File: src/rtl/tecu_pkg.sv
// Package of the timer/event counter unit: register map, fields, resets.
// Assumes a 32-bit APB slave with byte addresses, one word per register.
package tecu_pkg;

    // ==========================================================
    // Register offsets (byte addresses)
    localparam logic [7:0] OFS_CTL0 = 8'h00;
    localparam logic [7:0] OFS_CTL1 = 8'h04;
    localparam logic [7:0] OFS_IOC0 = 8'h08;
    localparam logic [7:0] OFS_IOC1 = 8'h0C;
    localparam logic [7:0] OFS_NFC  = 8'h10;
    localparam logic [7:0] OFS_CCR0 = 8'h14;
    localparam logic [7:0] OFS_CNT  = 8'h24;
    localparam logic [7:0] OFS_STAT = 8'h28;
    localparam logic [7:0] OFS_MASK = 8'h2C;

    // ==========================================================
    // Field positions
    localparam int CTL0_RUN     = 0;
    localparam int CTL1_MD_LSB  = 0;
    localparam int CTL1_EEE     = 5;
    localparam int CTL1_PRS_LSB = 8;
    localparam int IOC1_IS_LSB  = 0;
    localparam int IOC1_ES_LSB  = 2;
    localparam int NFC_CLK_LSB  = 0;
    localparam int NFC_CNT_BIT  = 6;
    localparam logic [7:0] NFC_USED = 8'h47;

    // Status and mask layout
    localparam int ST_CC0 = 0;
    localparam int ST_OVF = 4;
    localparam int ST_CAP = 5;
    localparam int ST_W   = 6;

    // ==========================================================
    // Values after reset
    localparam logic [ST_W-1:0] RST_MASK = 6'h3F;
    localparam logic [15:0]     RST_CCR  = 16'hFFFF;
    localparam logic [7:0]      RST_NFC  = 8'h00;

    typedef enum logic [2:0] {
        MODE_INTERVAL = 3'b000,
        MODE_EVENT    = 3'b001,
        MODE_EXT_TRIG = 3'b010,
        MODE_ONE_SHOT = 3'b011,
        MODE_PWM      = 3'b100,
        MODE_FREE     = 3'b101,
        MODE_PULSE    = 3'b110,
        MODE_TRI_PWM  = 3'b111
    } tecu_mode_e;

    typedef struct packed {
        logic       run;
        tecu_mode_e mode;
        logic       eee;
        logic [2:0] prs;
    } tecu_ctl_s;

    typedef struct packed {
        logic [1:0] cnt_edge;
        logic [1:0] cap_edge;
    } tecu_edge_s;

endpackage : tecu_pkg

File: src/rtl/tecu_prescaler.sv
// Free-running divider giving one-cycle enables at pclk / 2**n.
// Assumes a single clock domain; tick[0] is high every cycle.
`timescale 1ns/1ps
module tecu_prescaler
    import tecu_pkg::*;
#(
    parameter int NDIV = 8
) (
    input  wire logic            pclk,
    input  wire logic            presetn,
    output logic      [NDIV-1:0] tick
);

    logic [NDIV-1:0] div_ff;

    always_ff @(posedge pclk or negedge presetn) begin
        if (!presetn) begin
            div_ff <= '0;
        end else begin
            div_ff <= div_ff + 1'b1;
        end
    end

    // ==========================================================
    // Tick n fires when the low n bits are all ones
    genvar n;
    generate
        for (n = 0; n < NDIV; n++) begin : g_tick
            if (n == 0) begin : g_first
                assign tick[n] = 1'b1;
            end else begin : g_rest
                assign tick[n] = &div_ff[n-1:0];
            end
        end
    endgenerate

endmodule : tecu_prescaler

File: src/rtl/tecu_noise_filter.sv
// Digital noise filter for one timer input pin.
// Assumes an asynchronous pin; it is synchronised here before use.
`timescale 1ns/1ps
module tecu_noise_filter
    import tecu_pkg::*;
(
    input  wire logic pclk,
    input  wire logic presetn,
    input  wire logic pin,
    input  wire logic smp_tick,
    input  wire logic three_smp,
    output logic      flt
);

    logic       sync1_ff;
    logic       sync2_ff;
    logic [2:0] hist_ff;
    logic       flt_ff;
    logic       agree;

    always_ff @(posedge pclk or negedge presetn) begin
        if (!presetn) begin
            sync1_ff <= 1'b0;
            sync2_ff <= 1'b0;
        end else begin
            sync1_ff <= pin;
            sync2_ff <= sync1_ff;
        end
    end

    // Filtering runs from reset, before any configuration
    always_ff @(posedge pclk or negedge presetn) begin
        if (!presetn) begin
            hist_ff <= 3'h0;
        end else if (smp_tick) begin
            hist_ff <= {hist_ff[1:0], sync2_ff};
        end
    end

    assign agree = three_smp ? (&hist_ff | ~|hist_ff)
                             : (&hist_ff[1:0] | ~|hist_ff[1:0]);

    always_ff @(posedge pclk or negedge presetn) begin
        if (!presetn) begin
            flt_ff <= 1'b0;
        end else if (agree) begin
            flt_ff <= hist_ff[0];
        end
    end

    assign flt = flt_ff;

    property p_flt_stable;
        @(posedge pclk) disable iff (!presetn)
        (flt_ff != $past(flt_ff)) |-> ($past(hist_ff[1]) == flt_ff);
    endproperty
    a_flt_stable: assert property (p_flt_stable)
        else $error("filter output changed without agreeing samples");

endmodule : tecu_noise_filter

File: src/rtl/tecu_top.sv
// Timer/event counter unit: APB registers, filters, 16-bit counter.
// Assumes a single 100 MHz pclk and asynchronous input pins.
//
// Summary of operation
// - Input pins are noise filtered from reset, before configuration.
// - Counter above a lowered compare 0 counts on and wraps 16 bits.
// - External count clock only from pin 0; its capture edge disabled.
// - No timer output in event count mode.
`timescale 1ns/1ps
module tecu_top
    import tecu_pkg::*;
#(
    parameter int NPIN = 4,
    parameter int NDIV = 8
) (
    input  wire logic            pclk,
    input  wire logic            presetn,
    input  wire logic            psel,
    input  wire logic            penable,
    input  wire logic            pwrite,
    input  wire logic [7:0]      paddr,
    input  wire logic [31:0]     pwdata,
    output logic      [31:0]     prdata,
    output logic                 pready,
    output logic                 pslverr,
    input  wire logic [NPIN-1:0] timer_input_pin_m,
    output logic      [3:1]      timer_output_k,
    output logic                 irq
);

    // ==========================================================
    // Register state
    tecu_ctl_s         ctl_ff;
    tecu_edge_s        edge_ff;
    logic [3:1]        oe_ff;
    logic [7:0]        nfc_ff;
    logic [15:0]       ccr_ff [0:3];
    logic [15:0]       cnt_ff;
    logic [ST_W-1:0]   stat_ff;
    logic [ST_W-1:0]   mask_ff;
    logic [3:1]        to_ff;
    logic              irq_ff;
    logic [31:0]       prdata_ff;
    logic              pready_ff;
    logic              pslverr_ff;
    logic              ev_prev_ff;

    logic              setup;
    logic              wr_acc;
    logic              rd_stat;
    logic [31:0]       rdata;
    logic              hit;
    logic [NDIV-1:0]   tick;
    logic [NPIN-1:0]   flt;
    logic              ext_sel;
    logic              ev_edge;
    logic              cap_det;
    logic              cnt_tick;
    logic              cc0_hit;
    logic              clr_on_cc0;
    logic [ST_W-1:0]   set_bits;
    logic [3:1]        cck_hit;

    // ==========================================================
    // APB slave: no wait states, read data captured in setup
    assign setup   = psel & ~penable;
    assign wr_acc  = psel & penable & pready_ff & pwrite;
    assign rd_stat = psel & penable & pready_ff & ~pwrite
                     & (paddr == OFS_STAT);

    always_comb begin
        rdata = 32'h0000_0000;
        hit   = 1'b1;
        unique case (paddr)
            OFS_CTL0: rdata[CTL0_RUN] = ctl_ff.run;
            OFS_CTL1: begin
                rdata[CTL1_MD_LSB +: 3]  = ctl_ff.mode;
                rdata[CTL1_EEE]          = ctl_ff.eee;
                rdata[CTL1_PRS_LSB +: 3] = ctl_ff.prs;
            end
            OFS_IOC0: rdata[3:1] = oe_ff;
            OFS_IOC1: begin
                rdata[IOC1_IS_LSB +: 2] = edge_ff.cap_edge;
                rdata[IOC1_ES_LSB +: 2] = edge_ff.cnt_edge;
            end
            OFS_NFC:  rdata[7:0] = nfc_ff & NFC_USED;
            OFS_CNT:  rdata[15:0] = cnt_ff;
            OFS_STAT: rdata[ST_W-1:0] = stat_ff;
            OFS_MASK: rdata[ST_W-1:0] = mask_ff;
            default: begin
                if (paddr >= OFS_CCR0 && paddr < OFS_CNT
                    && paddr[1:0] == 2'b00) begin
                    rdata[15:0] = ccr_ff[paddr[3:2] - 2'd1];
                end else begin
                    hit = 1'b0;
                end
            end
        endcase
    end

    always_ff @(posedge pclk or negedge presetn) begin
        if (!presetn) begin
            pready_ff  <= 1'b0;
            pslverr_ff <= 1'b0;
            prdata_ff  <= 32'h0000_0000;
        end else begin
            pready_ff  <= setup;
            pslverr_ff <= setup & ~hit;
            if (setup && !pwrite) begin
                prdata_ff <= rdata;
            end
        end
    end

    // ==========================================================
    // Control and configuration registers
    always_ff @(posedge pclk or negedge presetn) begin
        if (!presetn) begin
            ctl_ff  <= '{run: 1'b0, mode: MODE_INTERVAL, eee: 1'b0,
                         prs: 3'h0};
            edge_ff <= '0;
            oe_ff   <= 3'h0;
            nfc_ff  <= RST_NFC;
            mask_ff <= RST_MASK;
        end else if (wr_acc) begin
            unique case (paddr)
                OFS_CTL0: ctl_ff.run <= pwdata[CTL0_RUN];
                OFS_CTL1: begin
                    ctl_ff.mode <= tecu_mode_e'(pwdata[CTL1_MD_LSB +: 3]);
                    ctl_ff.eee  <= pwdata[CTL1_EEE];
                    ctl_ff.prs  <= pwdata[CTL1_PRS_LSB +: 3];
                end
                OFS_IOC0: oe_ff <= pwdata[3:1];
                OFS_IOC1: begin
                    edge_ff.cap_edge <= pwdata[IOC1_IS_LSB +: 2];
                    edge_ff.cnt_edge <= pwdata[IOC1_ES_LSB +: 2];
                end
                // Reserved filter bits are dropped on write
                OFS_NFC:  nfc_ff <= pwdata[7:0] & NFC_USED;
                OFS_MASK: mask_ff <= pwdata[ST_W-1:0];
                default: ;
            endcase
        end
    end

    // Compare registers take effect at once, even while counting
    always_ff @(posedge pclk or negedge presetn) begin
        if (!presetn) begin
            for (int i = 0; i < 4; i++) begin
                ccr_ff[i] <= RST_CCR;
            end
        end else if (wr_acc && paddr >= OFS_CCR0 && paddr < OFS_CNT
                     && paddr[1:0] == 2'b00) begin
            ccr_ff[paddr[3:2] - 2'd1] <= pwdata[15:0];
        end
    end

    // ==========================================================
    // Dividers and input filters
    tecu_prescaler #(
        .NDIV (NDIV)
    ) u_prescaler (
        .pclk    (pclk),
        .presetn (presetn),
        .tick    (tick)
    );

    genvar p;
    generate
        for (p = 0; p < NPIN; p++) begin : g_filter
            tecu_noise_filter u_filter (
                .pclk      (pclk),
                .presetn   (presetn),
                .pin       (timer_input_pin_m[p]),
                .smp_tick  (tick[nfc_ff[NFC_CLK_LSB +: 3]]),
                .three_smp (nfc_ff[NFC_CNT_BIT]),
                .flt       (flt[p])
            );
        end
    endgenerate

    // ==========================================================
    // Edge detection on the filtered channel 0 input
    function automatic logic edge_of(input logic [1:0] sel,
                                     input logic       prev,
                                     input logic       cur);
        unique case (sel)
            2'b00: edge_of = 1'b0;
            2'b01: edge_of = ~prev & cur;
            2'b10: edge_of = prev & ~cur;
            2'b11: edge_of = prev ^ cur;
        endcase
    endfunction : edge_of

    always_ff @(posedge pclk or negedge presetn) begin
        if (!presetn) begin
            ev_prev_ff <= 1'b0;
        end else begin
            ev_prev_ff <= flt[0];
        end
    end

    // External clock comes only from pin 0, which then loses capture
    assign ext_sel = (ctl_ff.mode == MODE_EVENT) | ctl_ff.eee;
    assign ev_edge = edge_of(edge_ff.cnt_edge, ev_prev_ff, flt[0]);
    assign cap_det = ~ext_sel
                     & edge_of(edge_ff.cap_edge, ev_prev_ff, flt[0]);
    assign cnt_tick = ctl_ff.run
                      & (ext_sel ? ev_edge : tick[ctl_ff.prs]);

    // ==========================================================
    // 16-bit counter
    assign cc0_hit    = (cnt_ff == ccr_ff[0]);
    assign clr_on_cc0 = (ctl_ff.mode != MODE_FREE)
                        & (ctl_ff.mode != MODE_PULSE);

    always_ff @(posedge pclk or negedge presetn) begin
        if (!presetn) begin
            cnt_ff <= 16'h0000;
        end else if (!ctl_ff.run) begin
            cnt_ff <= 16'h0000;
        end else if (cnt_tick) begin
            if (clr_on_cc0 && cc0_hit) begin
                cnt_ff <= 16'h0000;
            end else begin
                cnt_ff <= cnt_ff + 16'h0001;
            end
        end
    end

    // ==========================================================
    // Compare k events and timer outputs
    genvar k;
    generate
        for (k = 1; k <= 3; k++) begin : g_cmp
            assign cck_hit[k] = cnt_tick & (cnt_ff == ccr_ff[k]);

            always_ff @(posedge pclk or negedge presetn) begin
                if (!presetn) begin
                    to_ff[k] <= 1'b0;
                end else if (ctl_ff.mode == MODE_EVENT || !oe_ff[k]
                             || !ctl_ff.run) begin
                    to_ff[k] <= 1'b0;
                end else if (cck_hit[k]) begin
                    to_ff[k] <= ~to_ff[k];
                end
            end
        end
    endgenerate

    // ==========================================================
    // Sticky status, cleared by read; a new event wins over the clear
    always_comb begin
        set_bits          = '0;
        set_bits[ST_CC0]  = cnt_tick & cc0_hit;
        set_bits[3:1]     = cck_hit;
        set_bits[ST_OVF]  = cnt_tick & (cnt_ff == 16'hFFFF)
                            & ~(clr_on_cc0 & cc0_hit);
        set_bits[ST_CAP]  = cap_det;
    end

    always_ff @(posedge pclk or negedge presetn) begin
        if (!presetn) begin
            stat_ff <= '0;
        end else begin
            stat_ff <= (stat_ff & ~(rd_stat ? prdata_ff[ST_W-1:0] : '0))
                       | set_bits;
        end
    end

    always_ff @(posedge pclk or negedge presetn) begin
        if (!presetn) begin
            irq_ff <= 1'b0;
        end else begin
            irq_ff <= |(stat_ff & ~mask_ff);
        end
    end

    assign prdata         = prdata_ff;
    assign pready         = pready_ff;
    assign pslverr        = pslverr_ff;
    assign timer_output_k = to_ff;
    assign irq            = irq_ff;

    // ==========================================================
    // Checks
    property p_wrap;
        @(posedge pclk) disable iff (!presetn)
        (cnt_tick && cnt_ff == 16'hFFFF && !(clr_on_cc0 && cc0_hit))
        |=> (cnt_ff == 16'h0000) && stat_ff[ST_OVF];
    endproperty
    a_wrap: assert property (p_wrap)
        else $error("counter did not wrap through zero");
    property p_past_cc0;
        @(posedge pclk) disable iff (!presetn)
        (cnt_tick && cnt_ff > ccr_ff[0] && cnt_ff != 16'hFFFF)
        |=> (cnt_ff == $past(cnt_ff) + 16'h0001);
    endproperty
    a_past_cc0: assert property (p_past_cc0)
        else $error("counter above compare 0 did not count on");
    property p_no_out;
        @(posedge pclk) disable iff (!presetn)
        (ctl_ff.mode == MODE_EVENT) [*2] |-> (timer_output_k == 3'h0);
    endproperty
    a_no_out: assert property (p_no_out)
        else $error("timer output active in event count mode");
    property p_no_cap;
        @(posedge pclk) disable iff (!presetn)
        ext_sel && !stat_ff[ST_CAP] |=> !stat_ff[ST_CAP];
    endproperty
    a_no_cap: assert property (p_no_cap)
        else $error("capture edge seen with external clock selected");
    property p_ev_count;
        @(posedge pclk) disable iff (!presetn)
        (ctl_ff.run && ctl_ff.mode == MODE_EVENT && ev_edge && !cc0_hit)
        |=> (cnt_ff == $past(cnt_ff) + 16'h0001);
    endproperty
    a_ev_count: assert property (p_ev_count)
        else $error("event edge did not advance the counter");
    property p_ev_match;
        @(posedge pclk) disable iff (!presetn)
        (ctl_ff.run && ctl_ff.mode == MODE_EVENT && ev_edge && cc0_hit)
        |=> (cnt_ff == 16'h0000) && stat_ff[ST_CC0]
            ##1 (irq_ff || mask_ff[ST_CC0]);
    endproperty
    a_ev_match: assert property (p_ev_match)
        else $error("compare 0 match did not clear and interrupt");
endmodule : tecu_top

File: config.mk
export PLATFORM = sky130hd
export DESIGN_NAME = tecu_top
export DESIGN_NICKNAME = d
export VERILOG_FILES = /design/src/rtl/tecu_pkg.sv /design/src/rtl/tecu_prescaler.sv /design/src/rtl/tecu_noise_filter.sv /design/src/rtl/tecu_top.sv
export SDC_FILE = /design/constraint.sdc
export NUM_CORES = 1
export LEC_CHECK = 0
export BUFFER_PORTS_ARGS = -buffer_cell sky130_fd_sc_hd__buf_2
export CORE_UTILIZATION = 36
export DETAILED_ROUTE_END_ITERATION = 8
export GPL_ROUTABILITY_DRIVEN = 0
export GPL_TIMING_DRIVEN = 0
export PLACE_DENSITY_LB_ADDON = 0.2
export SYNTH_ARGS = -nofsm -noshare
export SYNTH_HDL_FRONTEND = slang
export SYNTH_SLANG_ARGS = --single-unit
File: constraint.sdc
create_clock -name pclk -period 2.4 [get_ports pclk]
set_input_delay 0.24 -clock pclk [delete_from_list [all_inputs] [get_ports pclk]]
set_output_delay 0.24 -clock pclk [all_outputs]
set_load 0.01 [all_outputs]
=== Word level (Yosys, flattened, before mapping) ===
Cells that the tools add are included.

* Eq/ne operators: 22
* Magnitude comparators: 6
* Reduce and logical (&&, ||, !) cells: 52
* Add/subtract/negate cells: 3
* Muxes and demuxes: 35
* Bitwise logic cells: 39

{| class="wikitable"
|+ Operator list
! operator !! count
|-
| 16-bit 2-to-1 mux || 7
|-
| 64-bit bitwise mux || 1
|-
| 16-bit equality test || 4
|-
| 16-bit binary-select mux with 2-bit select || 1
|-
| 16-bit demux with 2-bit select || 1
|-
| 8-bit by 6-bit equality test with 1-bit output, second input constant || 3
|-
| 1-bit AND || 19
|-
| 6-bit OR reduction || 3
|-
| 16-bit by 1-bit adder with 16-bit output, second input constant || 1
|-
| 16-bit equality test, second input constant || 1
|-
| 8-bit by 4-bit equality test with 1-bit output, second input constant || 2
|-
| 2-bit one-hot mux with 8 select lines || 1
|-
| 2-bit AND reduction || 8
|-
| 6-bit AND || 2
|-
| 1-bit 2-to-1 mux || 12
|-
| 6-bit NOT || 2
|-
| 1-bit one-hot mux with 4 select lines || 3
|-
| 1-bit NOT || 10
|-
| 5-bit one-hot mux with 2 select lines || 1
|-
| 3-bit one-hot mux with 3 select lines || 1
|-
| 8-bit by 1-bit adder with 8-bit output, second input constant || 1
|-
| 2-bit equality test, second input constant || 4
|-
| 8-bit by 3-bit equality test with 1-bit output, second input constant || 1
|-
| 8-bit by 5-bit equality test with 1-bit output, second input constant || 1
|-
| other kinds (37) || 67
|}

* Bits in registers: 148
* Input bits: 49
* Output and inout bits: 38

=== Logic depth before layout (Yosys ltp) ===
* Depth after elaboration: 8
* Mapped depth: 12
* Depth with buffers taken out: 10

=== Cells and area by module ===
Synthesis repeated with hierarchy kept, for this count alone.

* Cells, all modules: 695
* Area total of the unflattened synthesis: 8,121.5 um^2

{| class="wikitable"
|+ Modules (own cells, without submodules)
! module !! cells an instance !! sequential area each (um^2) !! area each (um^2) !! instances
|-
| tecu_top || 653 || 3,440.8 || 7,554.7 || 1
|-
| tecu_prescaler || 24 || 175.2 || 324.1 || 1
|-
| tecu_noise_filter || 18 || 150.1 || 242.7 || 1
|}

=== Least setup slack after synthesis ===
Ideal clock, no wire load.

* Path kind: input-to-reg
* Start: in paddr[2]
* End: reg ccr_ff[22] (netlist name)
* Stages on the path: 12
* Path slack: -0.066 ns
* Arrival: 2.384 ns
* Setup time: 0.082 ns
* Path buffers: 5
* Cell sequence: buf_2 -> buf_2 -> inv_1 -> ha_1 -> clkbuf_1 -> nand3b_1 -> o21ai_1 -> and3_1 -> buf_2 -> nand2_2 -> buf_2 -> mux2_2

* Word-level cells in the longest chain between the ends: 7
* Elaborated cells between the ends (all ways): 13
* Those cells by class: 1 x add/sub; 4 x order compare; 3 x mux; 1 x bitwise; 4 x reduce/logical

{| class="wikitable"
|+ RTL lines
! element !! RTL line !! RTL
|-
| start, declared || tecu_top.sv:21 || <nowiki>input wire logic [7:0] paddr,</nowiki>
|-
| 2-bit by 1-bit subtractor with 2-bit output || tecu_top.sv:154 || <nowiki>ccr_ff[paddr[3:2] - 2'd1] <= pwdata[15:0];</nowiki>
|-
| 2-bit NOT with 3-bit output (implied by the code) || tecu_top.sv:154 ||
|-
| 3-bit >= comparator (implied by the code) / 3-bit by 1-bit < comparator with 1-bit output (equally long branches) || tecu_top.sv:154 ||
|-
| 1-bit logical AND (implied by the code) || tecu_top.sv:154 ||
|-
| 16-bit 2-to-1 mux (implied by the code) || tecu_top.sv:154 ||
|-
| 16-bit demux with 2-bit select || tecu_top.sv:154 ||
|-
| 64-bit bitwise mux || tecu_top.sv:154 ||
|-
| end signal, assigned by index || tecu_top.sv:154 ||
|-
| end, declared || tecu_top.sv:37 || <nowiki>logic [15:0] ccr_ff [0:3];</nowiki>
|}

Several ways; a longest one is shown, not always the timed one.
A chain may end at the register's enable or synchronous reset.

=== Worst setup path in the final report ===
* Start: reg u_prescaler.div_ff[1]
* End: reg cnt_ff[5]

* Word-level cells in the longest chain between the ends: 6
* Elaborated cells between the ends (all ways): 11
* Those cells by class: 1 x eq/ne; 3 x mux; 1 x bitwise; 6 x reduce/logical

{| class="wikitable"
|+ RTL lines
! element !! RTL line !! RTL
|-
| start, declared || tecu_prescaler.sv:14 || <nowiki>logic [NDIV-1:0] div_ff;</nowiki>
|-
| start signal, assigned || tecu_prescaler.sv:20 || <nowiki>div_ff <= div_ff + 1'b1;</nowiki>
|-
| 7-bit AND reduction (tied with other cells) || tecu_prescaler.sv:32 || <nowiki>assign tick[n] = &div_ff[n-1:0];</nowiki>
|-
| 1-bit binary-select mux with 3-bit select * || tecu_top.sv:209 || <nowiki>& (ext_sel ? ev_edge : tick[ctl_ff.prs]);</nowiki>
|-
| 1-bit 2-to-1 mux (implied by the code) * || tecu_top.sv:209 ||
|-
| 1-bit 2-to-1 mux * || tecu_top.sv:209 ||
|-
| 1-bit AND * || tecu_top.sv:209 ||
|-
| 2-bit by 1-bit != test with 1-bit output (no line) * || -- ||
|-
| end signal, assigned || tecu_top.sv:226 || <nowiki>cnt_ff <= cnt_ff + 16'h0001;</nowiki>
|-
| end, declared || tecu_top.sv:38 || <nowiki>logic [15:0] cnt_ff;</nowiki>
|}

Mark *: on every way between the ends. The rest lies on a longest branch, timed or not. The select of a mux whose other input is x is not followed.

==> summary.txt <==
Detailed routing
  – Via count: 5969
  – Vias per std cell: 5.55
  – Routed Antenna Nets: 0
  – Residual DRC: 0
  – DRT iter0 DRCs: 410
  – Final wirelength: 23100 um
  – First-pass DRT Iterations: 5
  – DR WL/cell: 21.5 um

Clock tree
  – Clock Tree Root: clkbuf_16
  – Clk_lat worst skew: 0.43 ns
  – H-tree depth: 4
  – TritonCTS Sinks: roughly 150
  – CTS max path bufs: 2
  – CTS tree: yes
  – TritonCTS buffer count: 17
  – Clock transition at the registers of the reported paths: about 0.06 ns

Critical path
  – Reg2reg start: u_prescaler.div_ff[1]
  – Worst Path Arrival: around 2.6 ns
  – Crit-path cells: ha_4, nand3_2, inv_1, ha_1, nand4b_1, o41ai_2, nor4b_4, buf_6, or2_4, buf_6, a32oi_2, o31ai_2
  – CP Capture Type: flip-flop
  – Worst R2R Path Depth: 12
  – Crit. path cell count: 12
  – CP max stage cell: dfrtp_1
  – Crit start category: flip-flop
  – CP most frequent cell: buf_6
  – Max incr delay on CP: 0.41 ns
  – Buf/Inv on CP: 3
  – Critical Path Start: u_prescaler.div_ff[1]
  – Critical path type: reg -> reg
  – R2R Setup Slk: 0.07 ns
  – Critical Path RT: 2.71 ns
  – Critical path's top delay family: simple AND/OR/NAND/NOR gates
  – FF-to-FF End: cnt_ff[5]
  – Worst setup path end: cnt_ff[5]
  – Max FO, Critical Path: 10

Timing
  – Clock Skew: 0.00774 ns
  – Hold Vio Cnt, Final: 0
  – Minimum clock period: 2.33 ns
  – Fin crit share: 97.0%
  – Worst Max-Slew Pin Slew: 0.681 ns
  – Setup ws final: 0.0726 ns
  – F_max: 430 MHz
  – RSZ-0062 raised after global routing: true
  – Max-slew violation count: 0
  – Normalized max-slew margin: 54.6%
  – Endpoints failing setup: 0

Power
  – P per Cell Area: 603 nW/um2
  – Max IR drop VDD: around 380 uV
  – Leakage: 0.00463 uW

Floorplan
  – Core box area: roughly 22000 um2
  – I/O pin count: 87
  – Die W: 153 um
  – Die area: 23400 um2
  – Row cnt: 54
  – Initial core utilization: 37.1%
  – Die Height: 153 um

Synthesis
  – Yosys reg bits: between 100 and 150
  – Avg Inst Size Synth: 11.8 um2
  – Mapped Area: ~8000 um2
  – Yosys warns: 0
  – Ys async rst share: 100%
  – Register area share after synthesis: 46.0%
  – EDFF count, synth: 0
  – Post-synth cell types: 71
  – Prevailing post-synth register cell: dfrtp_1
  – Syn Inst Count: 695

Global routing
  – Initial antenna violation count: 0
  – GRT Total Usage: 20.4%
  – Global route overflow: 0
  – Vias in the first global route: roughly 6000
  – First-pass GRT wire length: between 30000 and 40000 um
  – Largest net degree at the start of global routing: approximately 80

Finish
  – Non-Filler Instances: 1076
  – Most frequent cells in the layout: mux2_2 (83), dfrtp_1 (76), dfstp_2 (70)
  – Fin util: 43.9%
  – Commonest non-fill, non-tap cell in the layout: mux2_2
  – Layout cell share with drive strength beyond 1: about 43%
  – Fillers: 2058
  – Synth-to-Final Area Change: 18.3%
  – Antenna Cells: 0
  – Layout Nets: between 800 and 900

Placement
  – Detailed Place HPWL: roughly 17000 um
  – # port buffers: 51
  – Worst slack, placed: -1.16 ns
  – Cells after DPL: 1042

Status
  – Outcome: finished clean

Flow run
  – Max_cap viols: 0

Worst hold path
  – Hold Path Class: in -> reg
## worst register-to-register path, cell delays in order (launching register included)
cell and delay (ns):
dfrtp_1 0.41, ha_4 0.17, nand3_2 0.11, inv_1 0.10, ha_1 0.18, nand4b_1 0.12
o41ai_2 0.09, nor4b_4 0.09, buf_6 0.16, or2_4 0.28, buf_6 0.16, a32oi_2 0.23
o31ai_2 0.10
## Yosys cell counts (2+ instances only)
cell type	instances	area, um2
mux2_2	83	935
dfrtp_1	77	1930
dfstp_2	70	1840
xor2_1	52	455
nand2_1	34	128
nor2_1	34	128
inv_1	23	86.3
buf_2	21	105
buf_4	21	158
and3_1	19	119
xnor2_1	19	166
a21oi_1	18	90.1
mux4_2	16	360
nand3_1	16	80.1
a22oi_1	14	105
nor4_1	14	87.6
a32oi_1	12	105
ha_1	12	150
clkbuf_1	11	41.3
nand4_1	11	68.8
mux2_1	8	90.1
o31ai_1	8	60.1
o21ai_0	7	35.0
a221oi_1	6	52.6
a222oi_1	6	60.1
mux2i_1	6	60.1
a31oi_1	5	31.3
nand2b_1	5	31.3
nor3_1	5	25.0
o31ai_2	5	62.6
a21o_1	4	30.0
buf_6	4	45.0
nand2_2	4	25.0
o22ai_1	3	18.8
a2bb2oi_1	2	17.5
clkbuf_8	2	27.5
nor2b_1	2	12.5
o211ai_1	2	15.0
o41ai_1	2	17.5
## how the worst min path moves through the flow
stage	from	to	cells after the start
after floorplan	presetn	cnt_ff[0]	0
after CTS	pwdata[15]	ccr_ff[31]	2
after detailed placement	presetn	edge_ff[2]	1
after global routing	pwdata[15]	ccr_ff[31]	2
after global placement	g_filter[0].u_filter.sync1_ff	g_filter[0].u_filter.sync2_ff	0
final	pwdata[15]	ccr_ff[31]	2
## kinds of logic (layout without fill, tap and decap cells)
logic type | Yosys count | after routing | synth area share (%)
AND/OR/NAND/NOR | 164 | 164 | 11.3
flip-flops | 147 | 147 | 46.0
multiplexers | 114 | 114 | 17.9
AO/OA/AOI/OAI | 103 | 103 | 9.59
buffers and inverters | 83 | 169 | 5.70
XOR/XNOR | 71 | 71 | 7.59
adder cells (fa/ha/maj) | 12 | 12 | 1.83
other | 1 | 16 | 0.0458
## repair_timing
item / 4_1_cts / 5_1_grt
cloned: 0 / 0
hold buffers: 2 / 0
setup buffers: 3 / 2
hold endpoints to repair: 28 / 0
pin swaps: 2 / 4
endpoints found under the setup margin: 79 / 61
resized for setup: 14 / 18
## registers in the layout (all words and copies together) (netlist names), 3 cells and up
signal,cells
stat_ff,6
mask_ff,6
cnt_ff,16
ccr_ff,64
u_prescaler.div_ff,7
oe_ff,3
g_filter.u_filter.hist_ff,3
ctl_ff,8
edge_ff,4
nfc_ff,4
timer_output_k,3
prdata,16
## layout make-up
cell class,instances,area (um2),share of cell area (%)
buffer,57,393,4.05
clock buffer,25,518,5.34
clock inverter,7,93.8,0.968
inverter,23,86.3,0.891
multi-input combinational,480,4150,42.8
sequential,147,3770,38.9
tap,280,350,3.61
timing repair buffer,57,335,3.46
## power by group
part	internal, uW	switching [uW]	total (uW)
Clock	1710	1070	2780
Sequential	2560	50.7	2610
Combinational	174	278	452
Total	4440	1400	5840
## stage by stage
step,total power [uW],setup TNS [ns],cell area (um2),hold WS [ns]
final,5840,0,9690,0.0669
after floorplan,2860,0,8250,-0.0556
after detailed placement,3090,-58.09,8890,0.277
after global placement,3070,-130.12,8860,0.335
after global routing,6050,-0.0386,9690,0.0595
after CTS,5870,0,9580,0.0589
## routing by layer
metal / vias up / global-route usage, % / routed length (um) / share of wire, %
met5: - / 0 / 0 / 0
met4: 0 / 8.47 / 637 / 2.8
met3: 41 / 3.66 / 1310 / 5.7
met2: 192 / 32.9 / 11200 / 48
met1: 3044 / 27.0 / 9960 / 43
li1: 2692 / - / - / -
Note: power is estimated with default switching activity, not from simulation.
